### src/design/i2c_irq_pkg.sv
// Package with offsets, bit positions and reset values of the I2C interrupt gating block
`default_nettype none
package i2c_irq_pkg;
  // Register byte offsets on the internal register bus
  localparam logic [16:0] ENABLE_MASK_OFFSET = 17'h1D120;
  localparam logic [16:0] FORCE_SET_OFFSET   = 17'h1D124;
  localparam int          ADDR_WIDTH         = 17;
  localparam int          DATA_WIDTH         = 32;
  // Reset values
  localparam logic [31:0] ENABLE_MASK_RESET  = 32'h0000_0000;
  localparam logic [31:0] FORCE_SET_RESET    = 32'h0000_0000;
  // Source bit positions
  localparam int OUTBOUND_MAILBOX_DRAINED_BIT      = 6;
  localparam int INBOUND_MAILBOX_LOADED_BIT        = 7;
  localparam int BOOTLOAD_FAILED_BIT               = 14;
  localparam int BOOTLOAD_SUCCEEDED_BIT            = 15;
  localparam int TARGET_ACCESS_FAILED_BIT          = 20;
  localparam int TARGET_REGISTER_WRITTEN_BIT       = 21;
  localparam int TARGET_REGISTER_READ_BIT          = 22;
  localparam int TARGET_ACCESS_SUCCEEDED_BIT       = 23;
  localparam int CONTROLLER_DIAGNOSTIC_EVENT_BIT   = 24;
  localparam int CONTROLLER_ARBITRATION_LOST_BIT   = 27;
  localparam int CONTROLLER_TIMEOUT_BIT            = 28;
  localparam int CONTROLLER_NOT_ACKNOWLEDGED_BIT   = 29;
  localparam int CONTROLLER_BUS_GRANT_TIMEOUT_BIT  = 30;
  localparam int CONTROLLER_TRANSFER_SUCCEEDED_BIT = 31;
  // Implemented bits, all others reserved
  localparam logic [31:0] SOURCE_MASK = 32'hF8F0_C0C0;
  // Statuses also set when a boot load ends in failure
  localparam logic [31:0] BOOTLOAD_FAIL_SET_MASK = 32'h3800_0000;
endpackage : i2c_irq_pkg
`default_nettype wire

### src/design/i2c_irq_enable_set.sv
// Interrupt enable mask and force-set registers of the I2C block
// Function
// [RQ1] Interrupt output asserts only for pending status sources whose enable bit is one.
// [RQ2] Enable bits sit at their status source positions: 6,7,14,15,20-24,27-31. SOURCE_MASK leaves out bit 24.
// [RQ3] Both registers reached only by internal register bus, never by serial slave path.
// [RQ4] Writing one to force-set sets that status; writing zero changes nothing.
// [RQ5] Forcing a bit sets all its underlying new events, not the summary directly.
// [RQ6] If all underlying events of a bit are disabled, forcing shows no change.
// [RQ7] Force-set covers all sources incl. bus-grant timeout at bit 30. SOURCE_MASK drops a force of bit 24.
// [RQ8] Software reads status snapshot before write-one-to-clear of its bits.
// [RQ9] A failed boot load end also sets collision, timeout and not-acknowledged statuses.
// [RQ10] Reserved bits read zero and ignore writes.
`timescale 1ns/1ps
`default_nettype none
module i2c_irq_enable_set
  import i2c_irq_pkg::*;
#(
  parameter int ADDR_W = ADDR_WIDTH,
  parameter int DATA_W = DATA_WIDTH
) (
  // Clock and reset
  input  wire logic              clk_i,
  input  wire logic              reset_i,
  // Internal register bus
  input  wire logic              reg_wr_i,
  input  wire logic              reg_rd_i,
  input  wire logic [ADDR_W-1:0] reg_addr_i,
  input  wire logic [DATA_W-1:0] reg_wdata_i,
  output logic      [DATA_W-1:0] reg_rdata_o,
  // Status from the interrupt status register and boot loader
  input  wire logic [DATA_W-1:0] irq_status_i,
  input  wire logic              bootload_fail_end_i,
  // Event set pulses and interrupt line
  output logic      [DATA_W-1:0] event_set_o,
  output logic                   irq_o
);

  // Register offsets at the bus address width
  localparam logic [ADDR_W-1:0] ENABLE_ADDR = ADDR_W'(ENABLE_MASK_OFFSET);
  localparam logic [ADDR_W-1:0] FORCE_ADDR  = ADDR_W'(FORCE_SET_OFFSET);

  // Source positions fix the word width; the offsets need the full address width
  if (DATA_W != DATA_WIDTH) begin : gen_bad_data_width
    $error("DATA_W must equal the 32-bit register word");
  end
  if (ADDR_W < ADDR_WIDTH) begin : gen_bad_addr_width
    $error("ADDR_W too narrow for the register offsets");
  end

  // Exact match of a bus address against one register offset
  function automatic logic addr_hits(input logic [ADDR_W-1:0] addr, input logic [ADDR_W-1:0] offset);
    return addr == offset;
  endfunction : addr_hits

  // Registers, next values and helpers
  logic      [DATA_W-1:0] enable_reg, enable_next;
  logic      [DATA_W-1:0] rdata_reg, rdata_next;
  logic      [DATA_W-1:0] event_set_reg, event_set_next;
  logic                   irq_reg, irq_next;
  logic      [DATA_W-1:0] force_bits;
  logic      [DATA_W-1:0] fanout;
  wire logic [DATA_W-1:0] pending;
  logic                   wr_enable_hit;
  logic                   wr_force_hit;
  logic                   rd_enable_hit;
  logic                   rd_force_hit;

  // Register bus decode; no other path reaches the two registers
  assign wr_enable_hit = reg_wr_i && addr_hits(reg_addr_i, ENABLE_ADDR); // RQ3
  assign wr_force_hit  = reg_wr_i && addr_hits(reg_addr_i, FORCE_ADDR);  // RQ3
  assign rd_enable_hit = reg_rd_i && addr_hits(reg_addr_i, ENABLE_ADDR); // RQ3
  assign rd_force_hit  = reg_rd_i && addr_hits(reg_addr_i, FORCE_ADDR);  // RQ3

  // Force bits written this cycle, reserved bits dropped
  always_comb begin
    force_bits = '0;
    if (wr_force_hit) begin
      force_bits = reg_wdata_i & SOURCE_MASK; // RQ4 RQ7 RQ10
    end
  end

  // Fan-out to the event lines
  i2c_irq_event_set #(
    .WIDTH (DATA_W)
  ) i2c_irq_event_set_i (
    .force_bits_i        (force_bits),
    .bootload_fail_end_i (bootload_fail_end_i),
    .event_set_o         (fanout)
  );

  // Per-source gating of pending status by its own enable bit
  for (genvar b = 0; b < DATA_W; b++) begin : gen_gate
    assign pending[b] = irq_status_i[b] & enable_reg[b] & SOURCE_MASK[b]; // RQ1 RQ2
  end

  // Next values of registers and outputs
  always_comb begin
    enable_next    = enable_reg;
    rdata_next     = rdata_reg;
    if (wr_enable_hit) begin
      enable_next = reg_wdata_i & SOURCE_MASK; // RQ2 RQ10
    end
    if (reg_rd_i) begin
      rdata_next = '0; // Unmapped reads return zero
      if (rd_enable_hit) begin
        rdata_next = enable_reg;
      end
      if (rd_force_hit) begin
        rdata_next = FORCE_SET_RESET; // RQ10
      end
    end
    event_set_next = fanout; // RQ5 RQ6 RQ9
    irq_next       = |pending; // RQ1
  end

  // Register stage
  always_ff @(posedge clk_i or posedge reset_i) begin
    if (reset_i) begin
      enable_reg    <= ENABLE_MASK_RESET;
      rdata_reg     <= '0;
      event_set_reg <= '0;
      irq_reg       <= 1'b0;
    end else begin
      enable_reg    <= enable_next;
      rdata_reg     <= rdata_next;
      event_set_reg <= event_set_next;
      irq_reg       <= irq_next;
    end
  end

  // Outputs straight from their flip-flops
  assign reg_rdata_o = rdata_reg;
  assign event_set_o = event_set_reg;
  assign irq_o       = irq_reg;
endmodule : i2c_irq_enable_set
`default_nettype wire

### src/design/i2c_irq_event_set.sv
// Per-source fan-out of forced bits onto the underlying event lines
`timescale 1ns/1ps
`default_nettype none
module i2c_irq_event_set
  import i2c_irq_pkg::*;
#(
  parameter int WIDTH = 32
) (
  // Forced bits and boot-load failure end
  input  wire logic [WIDTH-1:0] force_bits_i,
  input  wire logic             bootload_fail_end_i,
  // Per-source set request toward the new-event register
  output logic      [WIDTH-1:0] event_set_o
);
  // Source positions reach bit 31, so the word width is fixed
  if (WIDTH != DATA_WIDTH) begin : gen_bad_width
    $error("WIDTH must equal the 32-bit register word");
  end

  // Each forced bit except bit 24 sets every event of its source; failure end sets three controller statuses
  always_comb begin
    event_set_o = (force_bits_i & SOURCE_MASK[WIDTH-1:0])
                | (bootload_fail_end_i ? BOOTLOAD_FAIL_SET_MASK[WIDTH-1:0] : '0);
  end
endmodule : i2c_irq_event_set
`default_nettype wire

### config.mk
export PLATFORM = sky130hd
export DESIGN_NAME = i2c_irq_enable_set
export DESIGN_NICKNAME = d
export VERILOG_FILES = /design/src/design/i2c_irq_pkg.sv /design/src/design/i2c_irq_enable_set.sv /design/src/design/i2c_irq_event_set.sv
export SDC_FILE = /design/constraint.sdc
export NUM_CORES = 1
export LEC_CHECK = 0
export BUFFER_PORTS_ARGS = -buffer_cell sky130_fd_sc_hd__clkbuf_2
export CORE_ASPECT_RATIO = 0.8
export CORE_MARGIN = 8
export CORE_UTILIZATION = 40
export CTS_BUF_LIST = sky130_fd_sc_hd__clkbuf_8
export CTS_CLUSTER_SIZE = 20
export DETAILED_ROUTE_END_ITERATION = 10
export GPL_ROUTABILITY_DRIVEN = 0
export GPL_TIMING_DRIVEN = 0
export PLACE_DENSITY = 0.83
export SYNTH_ARGS = -nofsm -noshare
export SYNTH_HDL_FRONTEND = slang
export SYNTH_HIERARCHICAL = 1
export SYNTH_SLANG_ARGS = --single-unit
### constraint.sdc
create_clock -name clk_i -period 2.97 [get_ports clk_i]
set_clock_uncertainty 0.2 [all_clocks]
set_input_delay 0.1485 -clock clk_i [delete_from_list [all_inputs] [get_ports clk_i]]
set_output_delay 0.1485 -clock clk_i [all_outputs]
set_load 0.01 [all_outputs]
* After elaboration in Yosys (flattened, before gate mapping)
Index checks and enable logic that the tools add are counted.
** Storage, ports and cells
- Register bits :: 78
- Input bits :: 86
- Output and inout bits :: 65
- Logic and storage cells :: 29
** Operators by class
- Eq/ne operators :: 2
- Multiplexer cells :: 4
- Bitwise gates (word level) :: 14
- Reduce and logical (&&, ||, !) cells :: 5
** Operators by type and width (count)
- 32-bit 2-to-1 mux :: 3
- 17-bit equality test (second input constant) :: 2
- 32-bit by 30-bit OR with 32-bit output :: 1
- 30-bit 2-to-1 mux :: 1
- 1-bit bitwise AND :: 13
- 13-bit OR reduction :: 1
- 1-bit logical AND :: 4

* Depth between registers and ports, before layout
- Depth in word-level cells :: 4
- Depth in mapped cells :: 6
- Gate-level depth less buffers :: 5

* By module
Netlist, hierarchy kept.
** By module, submodules not included
- i2c_irq_enable_set :: times used 1, cells an instance 142, area each 2152.1 um2, seq. area each 1476.4 um2
- i2c_irq_event_set :: times used 1, cells an instance 33, area each 240.2 um2, seq. area each 0.0 um2

* Least setup slack after synthesis
Ideal clock, no wire load.
- Path type :: in2reg
- Start :: input port reg_addr_i[9]
- End :: register enable_reg[14]
- Library setup time :: 0.125 ns
- Arrival :: 1.385 ns
- Required time :: 2.645 ns
- Path slack :: 1.261 ns
- Cell stages on the path :: 5
- Path buffers :: 1
- Cells stage by stage :: nor4b_2 > nand4_1 > nor3b_2 > buf_6 > mux2_2
** On the way
- Cells in the longest elaborated chain, start to end :: 2
** Ends and longest elaborated chain
- start, declared :: line i2c_irq_enable_set.sv:27 : input wire logic [ADDR_W-1:0] reg_addr_i,
- 17-bit equality test :: line i2c_irq_enable_set.sv:52 : return addr == offset;
- 1-bit logical AND :: line i2c_irq_enable_set.sv:69 : assign wr_enable_hit = reg_wr_i && addr_hits(reg_addr_i, ENABLE_ADDR);
- end signal, assigned :: line i2c_irq_enable_set.sv:124 : enable_reg <= enable_next;
- end, declared :: line i2c_irq_enable_set.sv:56 : logic [DATA_W-1:0] enable_reg, enable_next;
Every way passes these cells.
A chain may end at the register's enable or synchronous reset.

* Final worst setup path
- Start :: register enable_reg[30]
- End :: register irq_reg, in the netlist irq_o
** On the way
- Cells in the longest elaborated chain, start to end :: 2
** Ends and longest elaborated chain
- 1-bit bitwise AND :: line i2c_irq_enable_set.sv:93 : assign pending[b] = irq_status_i[b] & enable_reg[b] & SOURCE_MASK[b];
- 13-bit OR reduction :: line i2c_irq_enable_set.sv:113 : irq_next = |pending;
- via irq_next :: line i2c_irq_enable_set.sv:59 : logic irq_reg, irq_next;
- end signal, assigned :: line i2c_irq_enable_set.sv:127 : irq_reg <= irq_next;
- end, declared :: line i2c_irq_enable_set.sv:59
The timed path passes the listed nets, and every way through them passes these cells.

==> implementation parameters <==
Parameter                              Value

Synthesis
  Commonest register cell after synthesis    sky130_fd_sc_hd__dfrtp_1
  Share of flip-flops with an asynchronous set or reset    100%
  Cell types occupying the most area after synthesis    sky130_fd_sc_hd__dfrtp_1 (62%), sky130_fd_sc_hd__buf_4 (15%), sky130_fd_sc_hd__mux2_2 (6.1%)
  Leading cell type by number of instances after synthesis    sky130_fd_sc_hd__dfrtp_1
  Post-Synthesis Cells    175
  Number of synthesized register bits    59
  Post-synth top cells    sky130_fd_sc_hd__dfrtp_1 (59), sky130_fd_sc_hd__buf_4 (48), sky130_fd_sc_hd__a22o_1 (14), sky130_fd_sc_hd__and2_1 (13), sky130_fd_sc_hd__mux2_2 (13)
  Number of distinct library cells after synthesis    24
  Part of the Yosys area used for sequential elements    61.7%
  Area of the mapped netlist    2390 sq um
  Library cell occupying the most area in the post-synthesis netlist    sky130_fd_sc_hd__dfrtp_1
  Average size of a mapped cell    13.7 sq um
  Number of enable-type register cells in the synthesized netlist    0
  Top cell type's share of synthesized area    61.7%
  Number of warning messages in the yosys log    6

Routing
  Highest Signal Layer    met4
  Initial DRC count    36
  Drt drc    0
  Number of antenna-violating nets in the routed design    0
  Total detailed-routing wirelength    5.89 mm
  M1 wire length    2.11 mm
  DR vias/cell    4.12
  Routed length per placed instance    14.0 um
  Met3 WL post-DR    585 um
  DR pass1 iterations    4
  Wire length on met2    3.16 mm
  Vias post-DR    1,733

Clock tree
  Number of CTS-inserted buffers    9
  Clock buffer depth    2
  Setup Fix Bufs, Post-CTS    0
  Total number of clock tree sinks    59
  H-Tree Level Count    3
  Clock tree from TritonCTS    done
  Buffer type at the clock tree root    sky130_fd_sc_hd__clkbuf_8
  Worst-path clk slew    60 ps
  Clock insertion delay at the later pin of the skew report    320 ps

Power
  Leakage dissipation    1.99 nW
  Net Sw Power    368 uW
  Clock group share of total power    45.1%
  Internal power summed over all cells    1.42 mW
  Power share of the combinational group    8.8%
  Part of the total power dissipated in sequential elements    46.1%
  PnR Total Power    1.79 mW
  Max VDD drop    0.000403 V
  Fraction of power spent switching nets    20.6%
  Power density of the placed cells    505 nW/um^2

Setup path
  Startpoint type of the worst setup path    register
  Data required time at the worst endpoint    2980 ps
  Critical Path Fanout Max    3
  Crit. End Element    register
  Crit Path Category    register to register
  Arrival time worst endpoint    2230 ps

Layout
  Ant diodes    0
  Seq. cell area    1480 sq um
  Max FFs per register    32
  # nets final    421
  Area Growth Syn to Fin    47.6%
  Share of post-route cells with drive strength above 1    52.1%
  Combined area of the multi-input logic cells    659 sq um
  Number of filler instances in the final layout    514
  End-of-flow core utilization    60.4%

Die
  Die Wd    102 um
  I/O pin count    151
  Height of the die    85.2 um
  Standard-cell row count    25
  Core area    5850 sq um
  Initial core utilization    40.9%
  Die outline area    8730 sq um

Status
  Outcome    complete, no violations

Global routing
  Global-route wire length before repair    9.25 mm
  Initial antenna violation count    0
  Global Route Usage Sum    14.2%
  Largest net degree at the start of global routing    32
  Number of global-route vias before repair    1,849
  GRT Residual Overflow    0

Timing
  Post-route worst setup slack    741 ps
  Max Clock Freq    449 MHz
  Pin slew with the least headroom to its limit    609 ps
  Number of setup violations in the final report    0
  Fin crit period    2230 ps
  Number of pins with negative max-slew slack in the final report    0
  Period utilization    75.1%
  Slew margin rel.    59.4%
  Unrepaired setup endpoints after global routing    no
  Setup Total Neg Slack    0 ps
  Number of failing hold endpoints at the final stage    0

Job
  Max Cap Violations    0

Placement
  Number of buffers inserted by port buffering    93
  Estimated wirelength of the detail-placed design    4.50 mm
  Post-placement setup slack    966 ps

Worst hold path
  Classification of the worst-slack hold path    input port to register
-- metal layers --
metal  up-vias  track usage, %
met5         -               0
met1       839            13.7
met3         6            7.20
li1        830               -
met4         0            4.39
met2        58            25.6
-- placed cells by master (no fill, tap or decap), drive strengths merged, types with 2 or more instances in the layout --
| cell | instances |
|---|---|
| inv | 3 |
| a221oi | 2 |
| or2 | 3 |
| buf | 51 |
| dfrtp | 59 |
| dlygate4sd3 | 19 |
| nand2 | 2 |
| and2 | 13 |
| conb | 38 |
| nand4 | 2 |
| clkbuf | 106 |
| bufinv | 2 |
| a22oi | 2 |
| mux2 | 13 |
| a22o | 14 |
-- timing repair --
action                                 in CTS  in global routing
gates resized for setup                     0                  0
endpoints found under the hold margin      55                  0
hold buffers                               19                  0
-- cells by family (layout without fill, tap and decap cells) --
logic type | count (synthesis) | after routing | share of synthesized area, %
other | 2 | 38 | 0.314
buffers and inverters | 54 | 183 | 16.4
muxes | 13 | 13 | 6.12
DFF | 59 | 59 | 61.7
AOI/OAI and AO/OA | 19 | 19 | 6.90
and+or+nand+nor | 28 | 28 | 8.58
-- power groups by stage --
stage | clock network, mW | logic (mW) | registers [mW]
final | 0.805 | 0.157 | 0.823
after CTS | 0.832 | 0.156 | 0.823
after global placement | 0 | 0.131 | 0.837
after detailed placement | 0 | 0.138 | 0.838
after global routing | 0.871 | 0.173 | 0.824
after floorplan | 0 | 0.0684 | 0.846
-- stage by stage --
stage / instances / cell area, sq um / hold slack (ps)
after floorplan: 211 / 2530 / 54.9
after global placement: 385 / 3090 / 167
after detailed placement: 386 / 3110 / 47.2
after CTS: 421 / 3530 / 5.52
after global routing: 421 / 3530 / 40.6
final: 421 / 3530 / 17.0
-- final timing paths --
path	start	endpoint	slack, ps	cells after the start
worst max-delay path	enable_reg[30]$_DFFE_PP0P_	irq_o$_DFF_PP0_	740	4
worst min-delay path	reg_rd_i	reg_rdata_o[29]$_DFFE_PP0P_	20	3
worst max register to register	enable_reg[30]$_DFFE_PP0P_	irq_o$_DFF_PP0_	740	4
worst min register to register	reg_rdata_o[14]$_DFFE_PP0P_	reg_rdata_o[14]$_DFFE_PP0P_	310	1
max in group asynchronous	reset_i	enable_reg[21]$_DFFE_PP0P_	1760	4
min in group asynchronous	reset_i	event_set_o[14]$_DFF_PP0_	230	3
-- area by class of cell --
type,count,area share (%)
inverter,2,0.213
timing repair buffer,113,19.1
clock inverter,5,2.16
sequential,59,41.8
clock buffer,11,4.29
tap,81,2.87
buffer,52,10.9
multi-input combinational,98,18.7
-- worst max-delay path, stage by stage (launching register included) --
cell and delay [ps]:
sky130_fd_sc_hd__dfrtp_1 410, sky130_fd_sc_hd__a222oi_1 290, sky130_fd_sc_hd__dlygate4sd3_1 590, sky130_fd_sc_hd__nand3_1 60, sky130_fd_sc_hd__dlygate4sd3_1 560
(Power assumes the default switching activity.)
